==> src/design/pfm_pkg.sv <==
package pfm_pkg;
	// ----------------------------------------------------------------
	// sizes
	// ----------------------------------------------------------------
	localparam int PFM_NUM_PINS = 16;
	localparam int PFM_REG_W = 8;

	// ----------------------------------------------------------------
	// register indices; the byte address is four times the index
	// ----------------------------------------------------------------
	localparam logic [15:0] PFM_P1_6_FUNC_SEL = 16'ha05e;
	localparam logic [15:0] PFM_P1_7_FUNC_SEL = 16'ha05f;
	localparam logic [15:0] PFM_P2_0_FUNC_SEL = 16'ha070;
	localparam logic [15:0] PFM_P2_1_FUNC_SEL = 16'ha071;
	localparam logic [15:0] PFM_P2_2_FUNC_SEL = 16'ha072;
	localparam logic [15:0] PFM_P2_3_FUNC_SEL = 16'ha073;
	localparam logic [15:0] PFM_P2_4_FUNC_SEL = 16'ha074;
	localparam logic [15:0] PFM_P2_5_FUNC_SEL = 16'ha075;
	localparam logic [15:0] PFM_P2_6_FUNC_SEL = 16'ha076;
	localparam logic [15:0] PFM_P2_7_FUNC_SEL = 16'ha077;
	localparam logic [15:0] PFM_P3_0_FUNC_SEL = 16'ha078;
	localparam logic [15:0] PFM_P3_1_FUNC_SEL = 16'ha079;
	localparam logic [15:0] PFM_P3_2_FUNC_SEL = 16'ha07a;
	localparam logic [15:0] PFM_P3_3_FUNC_SEL = 16'ha07b;
	localparam logic [15:0] PFM_P3_4_FUNC_SEL = 16'ha07c;
	localparam logic [15:0] PFM_P3_5_FUNC_SEL = 16'ha07d;

	localparam logic [15:0] PFM_REG_INDEX [PFM_NUM_PINS] = '{
		PFM_P1_6_FUNC_SEL, PFM_P1_7_FUNC_SEL, PFM_P2_0_FUNC_SEL,
		PFM_P2_1_FUNC_SEL, PFM_P2_2_FUNC_SEL, PFM_P2_3_FUNC_SEL,
		PFM_P2_4_FUNC_SEL, PFM_P2_5_FUNC_SEL, PFM_P2_6_FUNC_SEL,
		PFM_P2_7_FUNC_SEL, PFM_P3_0_FUNC_SEL, PFM_P3_1_FUNC_SEL,
		PFM_P3_2_FUNC_SEL, PFM_P3_3_FUNC_SEL, PFM_P3_4_FUNC_SEL,
		PFM_P3_5_FUNC_SEL
	};

	// implemented bits of each register, in pin order
	localparam logic [7:0] PFM_WR_MASK [PFM_NUM_PINS] = '{
		8'h0f, 8'h0f, 8'h03, 8'h03, 8'h03, 8'h83, 8'h03, 8'h03,
		8'h01, 8'h01, 8'h03, 8'h03, 8'h83, 8'h03, 8'h03, 8'h03
	};

	localparam logic [7:0] PFM_FUNC_SEL_RST = 8'h00;

	// ----------------------------------------------------------------
	// field positions
	// ----------------------------------------------------------------
	localparam int PFM_GENERAL_IO_ENABLE = 0;
	localparam int PFM_ALT_ENABLE = 1;
	localparam int PFM_PIN_IRQ_EDGE_SELECT = 2;
	localparam int PFM_TIMER_INPUT_ENABLE = 3;
	localparam int PFM_VOLTAGE_OUT_ENABLE = 7;

	// ----------------------------------------------------------------
	// pin positions on the pad vectors
	// ----------------------------------------------------------------
	localparam int PFM_PIN_P1_6 = 0;
	localparam int PFM_PIN_P1_7 = 1;
	localparam int PFM_PIN_P2_0 = 2;
	localparam int PFM_PIN_P2_1 = 3;
	localparam int PFM_PIN_P2_2 = 4;
	localparam int PFM_PIN_P2_3 = 5;
	localparam int PFM_PIN_P2_4 = 6;
	localparam int PFM_PIN_P2_5 = 7;
	localparam int PFM_PIN_P3_0 = 10;
	localparam int PFM_PIN_P3_2 = 12;
	localparam int PFM_PIN_P3_4 = 14;
	localparam int PFM_PIN_P3_5 = 15;
	localparam int PFM_NUM_CEX = 4;
endpackage

==> src/design/pfm_cfg_if.sv <==
`timescale 1ns/1ps
interface pfm_cfg_if;
	import pfm_pkg::*;
	logic [7:0] sel [PFM_NUM_PINS];
	modport reg_side (output sel);
	modport mux_side (input sel);
endinterface

==> src/design/pfm_top.sv <==
`timescale 1ns/1ps
// Operation
// software sets at most one enable bit per pin register at once
// every pin register reads zero after reset, all functions off
// bit 0 connects the pin to the general-purpose port logic
// P1.6 bit 3 routes the pin to the timer 1 count input
// P1.6 bit 1 connects the pin to pin interrupt line 0.0
// P1.6 bit 2 picks rising or falling edge, only while enabled
// P1.7 bit 3 routes the pin to the timer 0 count input
// P1.7 bit 1 connects the pin to pin interrupt line 0.1
// P1.7 bit 2 picks rising or falling edge, only while enabled
// P2.0 bit 1 hands the pin to the crystal input terminal
// P2.1 bit 1 hands the pin to the crystal output terminal
// P2.2 bit 1 drives the pin from the second uart transmit
// P2.3 bit 1 feeds second uart receive and interrupt line 0.3
// P2.3, P3.2 bit 7 enable voltage output; pad analog switch too
// P2.4 bit 1 routes the pin to the timer 2 trigger input
// P2.5 bit 1 routes the pin to the timer 2 count input
// comparator inputs on P2.5..P2.7 need register zero, pad 08h
// P3.0..P3.3 bit 1 connect counter array channels 2 to 5
// P3.4 bit 1 feeds the spi slave active-low chip select
// P3.5 bit 1 connects the pin to the spi mosi signal
// a pin with no enable bit set is cut from all digital logic
// unused register bits read zero and ignore writes
module pfm_top import pfm_pkg::*; #(
	parameter int ADDR_W = 18
) (
	input wire logic REF_CLK,
	input wire logic SRST,
	input wire logic PSEL,
	input wire logic PENABLE,
	input wire logic PWRITE,
	input wire logic [ADDR_W-1:0] PADDR,
	input wire logic [31:0] PWDATA,
	input wire logic [3:0] PSTRB,
	output logic [31:0] PRDATA,
	output logic PREADY,
	output logic PSLVERR,
	input wire logic [PFM_NUM_PINS-1:0] PAD_IN,
	output logic [PFM_NUM_PINS-1:0] PAD_OUT,
	output logic [PFM_NUM_PINS-1:0] PAD_OE,
	input wire logic [PFM_NUM_PINS-1:0] GPIO_OUT,
	input wire logic [PFM_NUM_PINS-1:0] GPIO_OE,
	output logic [PFM_NUM_PINS-1:0] GPIO_IN,
	output logic PIN_IRQ_LINE_ZERO_ZERO,
	output logic PIN_IRQ_LINE_ZERO_ONE,
	output logic PIN_IRQ_LINE_ZERO_THREE,
	output logic TIMER0_IN,
	output logic TIMER1_IN,
	output logic TIMER2_COUNT_IN,
	output logic TIMER2_TRIGGER_IN,
	output logic CRYSTAL_IN_ENABLE,
	output logic CRYSTAL_OUT_ENABLE,
	input wire logic UART2_TX,
	output logic UART2_RX,
	output logic [1:0] VOLTAGE_OUT_ENABLE,
	input wire logic [PFM_NUM_CEX-1:0] COUNTER_ARRAY_OUT,
	input wire logic [PFM_NUM_CEX-1:0] COUNTER_ARRAY_OE,
	output logic [PFM_NUM_CEX-1:0] COUNTER_ARRAY_IN,
	output logic SPI_CHIP_SELECT_LOW_N,
	input wire logic SPI_MOSI_OUT,
	input wire logic SPI_MOSI_OE,
	output logic SPI_MOSI_IN
);
	// ----------------------------------------------------------------
	// helpers
	// ----------------------------------------------------------------
	// the general-purpose bit outranks every alternate bit, so a
	// forbidden double setting never lets two drivers reach one pad
	function automatic logic alt_on(
		input logic [7:0] sel,
		input int pos
	);
		return sel[pos] && !sel[PFM_GENERAL_IO_ENABLE];
	endfunction

	function automatic logic edge_hit(
		input logic cur,
		input logic prev,
		input logic rise
	);
		return rise ? (cur && !prev) : (!cur && prev);
	endfunction

	// ----------------------------------------------------------------
	// register file
	// ----------------------------------------------------------------
	pfm_cfg_if cfg_bus ();

	pfm_regs #(
		.ADDR_W(ADDR_W)
	) u_regs (
		.clk(REF_CLK),
		.srst(SRST),
		.psel(PSEL),
		.penable(PENABLE),
		.pwrite(PWRITE),
		.paddr(PADDR),
		.pwdata(PWDATA),
		.pstrb(PSTRB),
		.prdata(PRDATA),
		.pready(PREADY),
		.pslverr(PSLVERR),
		.cfg(cfg_bus.reg_side)
	);

	logic [7:0] sel [PFM_NUM_PINS];

	assign sel = cfg_bus.sel;

	// ----------------------------------------------------------------
	// pad input synchroniser
	// ----------------------------------------------------------------
	logic [PFM_NUM_PINS-1:0] pad_s1_q;
	logic [PFM_NUM_PINS-1:0] pad_s2_q;
	logic [PFM_NUM_PINS-1:0] pad_s3_q;

	always_ff @(posedge REF_CLK) begin
		if (SRST) begin
			pad_s1_q <= '0;
			pad_s2_q <= '0;
			pad_s3_q <= '0;
		end else begin
			pad_s1_q <= PAD_IN;
			pad_s2_q <= pad_s1_q;
			pad_s3_q <= pad_s2_q;
		end
	end

	// ----------------------------------------------------------------
	// function routing
	// ----------------------------------------------------------------
	logic [PFM_NUM_PINS-1:0] pad_out_d;
	logic [PFM_NUM_PINS-1:0] pad_oe_d;
	logic [PFM_NUM_PINS-1:0] gpio_in_d;
	logic irq00_d;
	logic irq01_d;
	logic irq03_d;
	logic tmr0_d;
	logic tmr1_d;
	logic tmr2_cnt_d;
	logic tmr2_trig_d;
	logic xtal_in_d;
	logic xtal_out_d;
	logic uart_rx_d;
	logic [1:0] vout_d;
	logic [PFM_NUM_CEX-1:0] cex_in_d;
	logic cs_low_n_d;
	logic mosi_in_d;

	always_comb begin
		// idle values: a cut-off pin never reaches a peripheral
		pad_out_d = '0;
		pad_oe_d = '0;
		gpio_in_d = '0;
		irq00_d = 1'b0;
		irq01_d = 1'b0;
		irq03_d = 1'b0;
		tmr0_d = 1'b0;
		tmr1_d = 1'b0;
		tmr2_cnt_d = 1'b0;
		tmr2_trig_d = 1'b0;
		xtal_in_d = 1'b0;
		xtal_out_d = 1'b0;
		uart_rx_d = 1'b1;
		vout_d = 2'b00;
		cex_in_d = '0;
		cs_low_n_d = 1'b1;
		mosi_in_d = 1'b0;

		for (int p = 0; p < PFM_NUM_PINS; p++) begin
			if (sel[p][PFM_GENERAL_IO_ENABLE]) begin
				pad_out_d[p] = GPIO_OUT[p];
				pad_oe_d[p] = GPIO_OE[p];
				gpio_in_d[p] = pad_s2_q[p];
			end
		end

		if (alt_on(sel[PFM_PIN_P1_6], PFM_TIMER_INPUT_ENABLE))
			tmr1_d = pad_s2_q[PFM_PIN_P1_6];
		if (alt_on(sel[PFM_PIN_P1_6], PFM_ALT_ENABLE)) begin
			irq00_d = edge_hit(pad_s2_q[PFM_PIN_P1_6],
				pad_s3_q[PFM_PIN_P1_6],
				sel[PFM_PIN_P1_6][PFM_PIN_IRQ_EDGE_SELECT]);
		end

		if (alt_on(sel[PFM_PIN_P1_7], PFM_TIMER_INPUT_ENABLE))
			tmr0_d = pad_s2_q[PFM_PIN_P1_7];
		if (alt_on(sel[PFM_PIN_P1_7], PFM_ALT_ENABLE)) begin
			irq01_d = edge_hit(pad_s2_q[PFM_PIN_P1_7],
				pad_s3_q[PFM_PIN_P1_7],
				sel[PFM_PIN_P1_7][PFM_PIN_IRQ_EDGE_SELECT]);
		end

		// crystal pins are analog: the digital driver stays off
		xtal_in_d = alt_on(sel[PFM_PIN_P2_0], PFM_ALT_ENABLE);
		xtal_out_d = alt_on(sel[PFM_PIN_P2_1], PFM_ALT_ENABLE);

		if (alt_on(sel[PFM_PIN_P2_2], PFM_ALT_ENABLE)) begin
			pad_out_d[PFM_PIN_P2_2] = UART2_TX;
			pad_oe_d[PFM_PIN_P2_2] = 1'b1;
		end

		if (alt_on(sel[PFM_PIN_P2_3], PFM_ALT_ENABLE)) begin
			uart_rx_d = pad_s2_q[PFM_PIN_P2_3];
			// falling edge: catches the start bit of a frame
			irq03_d = edge_hit(pad_s2_q[PFM_PIN_P2_3],
				pad_s3_q[PFM_PIN_P2_3], 1'b0);
		end

		// the analog switch of the pad is set by software elsewhere
		vout_d[0] = alt_on(sel[PFM_PIN_P2_3],
			PFM_VOLTAGE_OUT_ENABLE);
		vout_d[1] = alt_on(sel[PFM_PIN_P3_2],
			PFM_VOLTAGE_OUT_ENABLE);

		if (alt_on(sel[PFM_PIN_P2_4], PFM_ALT_ENABLE))
			tmr2_trig_d = pad_s2_q[PFM_PIN_P2_4];
		if (alt_on(sel[PFM_PIN_P2_5], PFM_ALT_ENABLE))
			tmr2_cnt_d = pad_s2_q[PFM_PIN_P2_5];

		for (int c = 0; c < PFM_NUM_CEX; c++) begin
			if (alt_on(sel[PFM_PIN_P3_0 + c], PFM_ALT_ENABLE)) begin
				pad_out_d[PFM_PIN_P3_0 + c] = COUNTER_ARRAY_OUT[c];
				pad_oe_d[PFM_PIN_P3_0 + c] = COUNTER_ARRAY_OE[c];
				cex_in_d[c] = pad_s2_q[PFM_PIN_P3_0 + c];
			end
		end

		if (alt_on(sel[PFM_PIN_P3_4], PFM_ALT_ENABLE))
			cs_low_n_d = pad_s2_q[PFM_PIN_P3_4];

		// mosi turns round with the spi role, so its enable passes on
		if (alt_on(sel[PFM_PIN_P3_5], PFM_ALT_ENABLE)) begin
			pad_out_d[PFM_PIN_P3_5] = SPI_MOSI_OUT;
			pad_oe_d[PFM_PIN_P3_5] = SPI_MOSI_OE;
			mosi_in_d = pad_s2_q[PFM_PIN_P3_5];
		end
	end

	// ----------------------------------------------------------------
	// pad side outputs
	// ----------------------------------------------------------------
	always_ff @(posedge REF_CLK) begin
		if (SRST) begin
			PAD_OUT <= '0;
			PAD_OE <= '0;
		end else begin
			PAD_OUT <= pad_out_d;
			PAD_OE <= pad_oe_d;
		end
	end

	// ----------------------------------------------------------------
	// peripheral side outputs
	// ----------------------------------------------------------------
	always_ff @(posedge REF_CLK) begin
		if (SRST) begin
			GPIO_IN <= '0;
			TIMER0_IN <= 1'b0;
			TIMER1_IN <= 1'b0;
			TIMER2_COUNT_IN <= 1'b0;
			TIMER2_TRIGGER_IN <= 1'b0;
			UART2_RX <= 1'b1;
			COUNTER_ARRAY_IN <= '0;
			SPI_CHIP_SELECT_LOW_N <= 1'b1;
			SPI_MOSI_IN <= 1'b0;
		end else begin
			GPIO_IN <= gpio_in_d;
			TIMER0_IN <= tmr0_d;
			TIMER1_IN <= tmr1_d;
			TIMER2_COUNT_IN <= tmr2_cnt_d;
			TIMER2_TRIGGER_IN <= tmr2_trig_d;
			UART2_RX <= uart_rx_d;
			COUNTER_ARRAY_IN <= cex_in_d;
			SPI_CHIP_SELECT_LOW_N <= cs_low_n_d;
			SPI_MOSI_IN <= mosi_in_d;
		end
	end

	// ----------------------------------------------------------------
	// interrupt lines and analog enables
	// ----------------------------------------------------------------
	// one-cycle pulses; the line stays quiet while its pin is unrouted
	always_ff @(posedge REF_CLK) begin
		if (SRST) begin
			PIN_IRQ_LINE_ZERO_ZERO <= 1'b0;
			PIN_IRQ_LINE_ZERO_ONE <= 1'b0;
			PIN_IRQ_LINE_ZERO_THREE <= 1'b0;
		end else begin
			PIN_IRQ_LINE_ZERO_ZERO <= irq00_d;
			PIN_IRQ_LINE_ZERO_ONE <= irq01_d;
			PIN_IRQ_LINE_ZERO_THREE <= irq03_d;
		end
	end

	always_ff @(posedge REF_CLK) begin
		if (SRST) begin
			CRYSTAL_IN_ENABLE <= 1'b0;
			CRYSTAL_OUT_ENABLE <= 1'b0;
			VOLTAGE_OUT_ENABLE <= 2'b00;
		end else begin
			CRYSTAL_IN_ENABLE <= xtal_in_d;
			CRYSTAL_OUT_ENABLE <= xtal_out_d;
			VOLTAGE_OUT_ENABLE <= vout_d;
		end
	end
endmodule

==> src/design/pfm_regs.sv <==
`timescale 1ns/1ps
module pfm_regs import pfm_pkg::*; #(
	parameter int ADDR_W = 18
) (
	input wire logic clk,
	input wire logic srst,
	input wire logic psel,
	input wire logic penable,
	input wire logic pwrite,
	input wire logic [ADDR_W-1:0] paddr,
	input wire logic [31:0] pwdata,
	input wire logic [3:0] pstrb,
	output logic [31:0] prdata,
	output logic pready,
	output logic pslverr,
	pfm_cfg_if.reg_side cfg
);
	// ----------------------------------------------------------------
	// address decode
	// ----------------------------------------------------------------
	function automatic logic [4:0] reg_lookup(
		input logic [ADDR_W-1:0] addr
	);
		logic [4:0] r;
		r = 5'h00;
		for (int i = 0; i < PFM_NUM_PINS; i++) begin
			if (addr == ADDR_W'({PFM_REG_INDEX[i], 2'b00}))
				r = {1'b1, 4'(i)};
		end
		return r;
	endfunction

	logic [4:0] look;
	logic hit;
	logic [3:0] idx;
	logic [7:0] cfg_q [PFM_NUM_PINS];
	logic [31:0] prdata_q;

	assign look = reg_lookup(paddr);
	assign hit = look[4];
	assign idx = look[3:0];

	// ----------------------------------------------------------------
	// storage
	// ----------------------------------------------------------------
	always_ff @(posedge clk) begin
		if (srst) begin
			for (int i = 0; i < PFM_NUM_PINS; i++)
				cfg_q[i] <= PFM_FUNC_SEL_RST;
		end else if (psel && penable && pwrite && hit && pstrb[0]) begin
			cfg_q[idx] <= pwdata[7:0] & PFM_WR_MASK[idx];
		end
	end

	// read data is caught in the setup cycle so it leaves a flip-flop
	always_ff @(posedge clk) begin
		if (srst)
			prdata_q <= 32'h0000_0000;
		else if (psel && !penable)
			prdata_q <= hit ? {24'h00_0000, cfg_q[idx]} : 32'h0000_0000;
	end

	assign prdata = prdata_q;
	assign pready = 1'b1;
	assign pslverr = psel && penable && !hit;
	assign cfg.sel = cfg_q;
endmodule

==> config.mk <==
export PLATFORM = sky130hd
export DESIGN_NAME = pfm_top
export DESIGN_NICKNAME = d
export VERILOG_FILES = /design/src/design/pfm_pkg.sv /design/src/design/pfm_cfg_if.sv /design/src/design/pfm_top.sv /design/src/design/pfm_regs.sv
export SDC_FILE = /design/constraint.sdc
export NUM_CORES = 1
export LEC_CHECK = 0
export BUFFER_PORTS_ARGS = -buffer_cell sky130_fd_sc_hd__buf_2
export CAP_MARGIN = 20
export CORE_ASPECT_RATIO = 0.6
export CORE_MARGIN = 2
export CORE_UTILIZATION = 56
export CTS_BUF_LIST = sky130_fd_sc_hd__clkbuf_8 sky130_fd_sc_hd__clkbuf_16
export DETAILED_ROUTE_END_ITERATION = 10
export PLACE_DENSITY = 0.93
export SLEW_MARGIN = 20
export SYNTH_ARGS = -nofsm -noshare
export SYNTH_HDL_FRONTEND = slang
export SYNTH_HIERARCHICAL = 1
export SYNTH_SLANG_ARGS = --single-unit
==> constraint.sdc <==
create_clock -name REF_CLK -period 3.88 [get_ports REF_CLK]
set_clock_uncertainty 0.15 [all_clocks]
set_input_delay 0.388 -clock REF_CLK [delete_from_list [all_inputs] [get_ports REF_CLK]]
set_output_delay 0.388 -clock REF_CLK [all_outputs]
set_load 0.02 [all_outputs]
======== Yosys cells after proc, flatten, opt, wreduce, memory -nomap -nowiden ========
Memory sizes are Yosys's and may differ from the RTL's.
Cells that the tools add are included.
storage, ports and cells
  bits in registers ....................... 264
  memory bits (read-only) ................. 128
  bits of input ports ..................... 118
  output and inout port bits .............. 100
  word-level logic and storage cells ...... 256
  memories ................................ 1
operators by class
  magnitude comparators ................... 2
  equal/unequal tests ..................... 16
  muxes and demuxes ....................... 51
  bitwise gates (word level) .............. 31
  reductions and logical operators ........ 80
memories
  memory            words  width  rd ports  clocked after Yosys merged registers in  write ports  RTL line        source
  (name not given)  16     8      1         0                                        0            pfm_regs.sv:51  cfg_q[idx] <= pwdata[7:0] & PFM_WR_MASK[idx];
operators by type and width
  operator                                                                       number
  18-bit == test (second input constant)                                         16
  128-bit bitwise mux                                                            1
  5-bit 2-to-1 mux                                                               16
  2-bit OR reduction                                                             29
  8-bit 2-to-1 mux                                                               6
  8-bit binary-select mux with 4-bit select                                      1
  8-bit demux with 4-bit select                                                  1
  1-bit logical AND                                                              30
  1-bit NOT                                                                      29
  1-bit 2-to-1 mux                                                               26
  1-bit zero test                                                                21
  8-bit AND                                                                      1
  5-bit >= comparator (second input constant)                                    1
  5-bit by 1-bit less-than comparator with 1-bit output (second input constant)  1
  4-bit NOT with 5-bit output                                                    1

======== Longest topological paths before layout ========
  depth after elaboration ................. 23
  depth in mapped cells ................... 10
  depth with buffers taken out ............ 7

======== Cells and area by module ========
The synthesis kept the hierarchy.
modules (own cells, without submodules)
  module    times used  cells an instance  area each (sq um)  sequential area each (sq um)
  pfm_regs  1           470                4440.5             1701.6
  pfm_top   1           252                3007.9             2021.9

======== Worst setup path after synthesis ========
OpenSTA, ideal clock, no wires.
  kind .................................... in2reg
  start ................................... input PADDR[9]
  end ..................................... register u_regs.cfg_q (netlist bit u_regs/cfg.sel[0])
  library setup time ...................... 0.128 ns
  arrival time ............................ 1.984 ns
  required time ........................... 3.602 ns
  setup slack ............................. 1.618 ns
  cell stages on the path ................. 8
  buffers on the path ..................... 1
  cell sequence ........................... nor4b_4 and4_1 buf_6 nand2_2 or3_4 nor3_4 mux2i_1 nor2_1
between the ends
  word-level cells in the longest chain between the ends .. 22
RTL lines
  what                                                                         RTL line        source
  from (decl)                                                                  pfm_top.sv:33   input wire logic [ADDR_W-1:0] PADDR,
  18-bit == test                                                               pfm_regs.sv:27  if (addr == ADDR_W'({PFM_REG_INDEX[i], 2'b00}))
  5-bit 2-to-1 mux (14 in a row)                                               pfm_regs.sv:27
  5-bit 2-to-1 mux *                                                           pfm_regs.sv:27
  4-bit NOT with 5-bit output (implied by the code)                            pfm_regs.sv:51
  memory read 16 x 8 bit (tied with other cells)                               --
  8-bit 2-to-1 mux (implied by the code) or 1-bit logical AND (tied branches)  pfm_regs.sv:51
  8-bit 2-to-1 mux (implied by the code)                                       pfm_regs.sv:51
  8-bit AND or 8-bit demux with 4-bit select (tied branches)                   pfm_regs.sv:51
  128-bit bitwise mux                                                          pfm_regs.sv:51
  to (signal, indexed assignment)                                              pfm_regs.sv:51
  to (decl)                                                                    pfm_regs.sv:36  logic [7:0] cfg_q [PFM_NUM_PINS];
Mark *: on every way between the ends. The rest lies on a longest branch, timed or not. The select of a mux whose other input is x is not followed.
A chain may end at the register's enable or synchronous reset.

======== Worst setup path in the final report ========
  start ................................... input PADDR[9]
  end ..................................... register u_regs.prdata_q[3], in the netlist u_regs/prdata[3]
between the ends
  word-level cells in the longest chain between the ends .. 21
RTL lines
  what                                                 RTL line        source
  18-bit == test                                       pfm_regs.sv:27
  5-bit 2-to-1 mux (14 in a row)                       pfm_regs.sv:27
  5-bit 2-to-1 mux *                                   pfm_regs.sv:27
  4-bit NOT with 5-bit output (implied by the code)    pfm_regs.sv:60  prdata_q <= hit ? {24'h00_0000, cfg_q[idx]} : 32'h0000_0000;
  8-bit binary-select mux with 4-bit select            pfm_regs.sv:60
  8-bit 2-to-1 mux (implied by the code) (2 in a row)  pfm_regs.sv:60
  8-bit 2-to-1 mux *                                   pfm_regs.sv:60
  to (signal assigned)                                 pfm_regs.sv:60
  to (decl)                                            pfm_regs.sv:37  logic [31:0] prdata_q;
Marks and branches as above.

==> parameters.txt <==
Parameter                              Value

STA
  Worst-case headroom to the max-slew limit ... 0.4924
  Final TNS setup ... 0 ns
  Unrepaired setup endpoints after global routing ... false
  Final period demand of the worst path ... 2.532 ns
  Number of failing setup endpoints in the final timing report ... 0
  Final hold violation count ... 0
  Final setup margin ... 1.348 ns
  Total count of max-transition violations in the final report ... 0
  Final Hold Slack ... 0.01254 ns
  Measured slew at the worst slew-check pin ... 0.7613 ns
  F_max ... 395.0 MHz
  Fraction of the cycle the final worst path needs ... 0.6525

Detailed routing
  Number of design rule violations left after detail routing ... 0
  Vias per Instance ... 5.396
  Wire length per cell ... 17.25 um
  Final routed wirelength across all metal layers ... 17.48 mm
  DRT Pass-1 Iters ... 5
  DR vias ... 5466
  Number of DRC markers in iteration 0 ... 364
  Antenna-violating nets left ... 0

Critical path
  Worst reg2reg path depth ... 4
  Worst path top cell family by delay ... simple AND/OR/NAND/NOR gates
  Startpoint class of the critical path ... input port
  List of cells traversed by the critical path ... buf_2 -> nor4b_4 -> and4_1 -> nand3_2 -> mux2i_1 -> a221oi_1 -> o21ai_0 -> o21ai_0
  CP Capture Type ... register
  Worst reg2reg endpoint ... u_regs/prdata[0]
  CP Max Fanout ... 14
  Depth of the critical timing path with buffers and inverters included ... 8
  Worst path bufs/invs ... 1
  Required time at the endpoint of the critical path ... 4.07 ns
  Most frequent CP cell ... o21ai_0
  Category of the critical setup timing path ... in2reg
  Library cell contributing the largest single delay on the critical path ... nand3_2
  Endpoint arrival time on the critical path ... 2.72 ns
  Highest cell delay on the worst timing path ... 0.49 ns
  Flop-to-flop setup slack ... 2.39 ns
  Startpoint of the worst register-to-register path ... u_regs/cfg.sel[40]

Clocking
  Clock transition at the registers of the reported paths ... 0.07 ns
  H-tree depth ... 4
  Inserted Clock Buffers ... 17
  TritonCTS clock tree ... done
  Bufs on Longest Clock Path ... 2
  Clock Latency Late Sink ... 0.42 ns
  Clk root buf ... clkbuf_16
  TritonCTS sink count ... 186

Finish
  Area taken by flip-flops and latches ... 3724 um^2
  Ratio of cells with drive above 1 in the final layout ... 0.2653
  Final non-filler cell total ... 1013
  Number of antenna repair diodes ... 0
  Area of the multi-input gates ... 3088 um^2
  Nets ... 953
  P&R area growth vs syn ... 20.44%
  Fillcell total ... 855

Power and ir drop
  Peak supply drop ... 0.0004409 V
  Total Power ... 3.765 mW
  Leakage ... 3.795 nW
  Power density over the cells ... 441.0 nW/um^2

Synthesis
  Average instance area after synthesis ... 10.52 um^2
  Synthesis Warnings ... 6
  Post-synthesis cell area ... 7088 um^2
  Post-synthesis cell count ... 674

Placed design
  Pre-CTS worst setup slack ... 1.011 ns
  Placed Cells ... 976
  Global placer's final weighted congestion ... 0.8567
  Port Buffer Count ... 159
  Half-perimeter wire length of the detailed placement result ... 11.73 mm

Global routing
  Overall track demand over capacity in global routing ... 0.2588
  Maximum number of pins on one net before global-route repair ... 79
  Sum of overflow across all layers after global routing ... 0
  Global-route wire length before repair ... 27.21 mm
  Initial antenna violation count ... 0
  Vias in the first global route ... 5380

Min path
  Worst hold start ... PAD_IN[8]
  Destination of the worst hold path ... pad_s1_q[8]
  Tightest Hold Check Type ... in2reg
  Number of cells on the worst hold path ... 2

Floorplanning
  Row count ... 31
  Starting Density ... 0.5801
  Die footprint ... 13600 um^2
  Area of the placeable core ... 12220 um^2
  # IOs ... 218
  Chip Width ... 149.2 um
  Die boundary height ... 91.15 um

Run status
  Result of the run ... completed

Job
  Total of max-cap violations ... 0
[how the worst max path moves through the flow]
stage | from | to | slack [ns]
floorplan | PADDR[9] | u_regs/cfg.sel[0] | 1.62
global placement | PADDR[9] | u_regs/cfg.sel[19] | 1.10
detailed placement | PADDR[15] | u_regs/cfg.sel[121] | 1.01
CTS | PADDR[15] | u_regs/cfg.sel[121] | 1.41
global route | PADDR[5] | u_regs/prdata[3] | 1.23
finish | PADDR[9] | u_regs/prdata[3] | 1.35
[timing repair]
action,4_1_cts,5_1_grt
hold buffers,5,0
endpoints found under the setup margin,0,0
hold endpoints to repair,5,0
buffers inserted,0,0
gates resized for setup,0,0
[through the flow]
stage,util,cell area [um^2]
6_report,0.6987,8537
5_1_grt,0.6987,8537
4_1_cts,0.6985,8534
3_5_place_dp,0.6466,7900
3_3_place_gp,0.6466,7900
2_1_floorplan,-,7186
[placed cells by master (no fill, tap or decap), types with 2 or more instances in the layout]
cell	count
nor3_2	5
conb_1	28
nor3b_1	14
inv_1	5
and2_1	62
nor3_4	3
and3_1	2
clkinv_4	3
inv_6	3
dfxtp_1	186
or3_1	2
a21oi_1	19
clkinv_8	2
dlygate4sd3_1	5
buf_4	10
nor2b_2	2
nor3_1	7
inv_8	3
nand2_1	32
o21ai_1	2
clkbuf_16	17
nor2_1	57
o22ai_1	5
nand3b_1	13
or3_4	2
nor4b_1	2
nand3_1	5
clkbuf_8	2
nor4bb_1	4
a221oi_1	4
buf_2	158
o21ai_0	11
mux2i_1	88
nand4_1	5
and3b_1	12
nor2b_1	44
nor2_2	2
[flip-flops by register name (all words and copies together), names as in the netlist, 2 cells and up]
signal and flops:
u_regs/prdata 5, COUNTER_ARRAY_IN 4, u_regs/cfg.sel 80, pad_s3_q 3
PAD_OUT 16, VOLTAGE_OUT_ENABLE 2, GPIO_IN 16, pad_s1_q 16
pad_s2_q 16, PAD_OE 16
[layer usage]
layer  track usage  vias to the layer above  share of wire
met5             0                        -              0
met4       0.09206                        0          0.020
met3       0.08744                       43           0.11
met2        0.4144                      295           0.46
met1        0.3267                     2571           0.41
li1              -                     2557              -
[power by group]
| group | internal, mW | switching (mW) | total, mW |
|---|---|---|---|
| sequential | 1.92 | 0.00487 | 1.93 |
| combinational | 0.0560 | 0.0934 | 0.149 |
| clock | 0.887 | 0.800 | 1.69 |
[cell type report]
cell class	instances	area share
Clock buffer	19	0.05306
Clock inverter	13	0.01539
Inverter	5	0.002198
Multi-Input combinational cell	452	0.3617
Sequential cell	186	0.4362
Tap cell	165	0.02418
Timing Repair Buffer	173	0.1073
(Power assumes the default switching activity.)
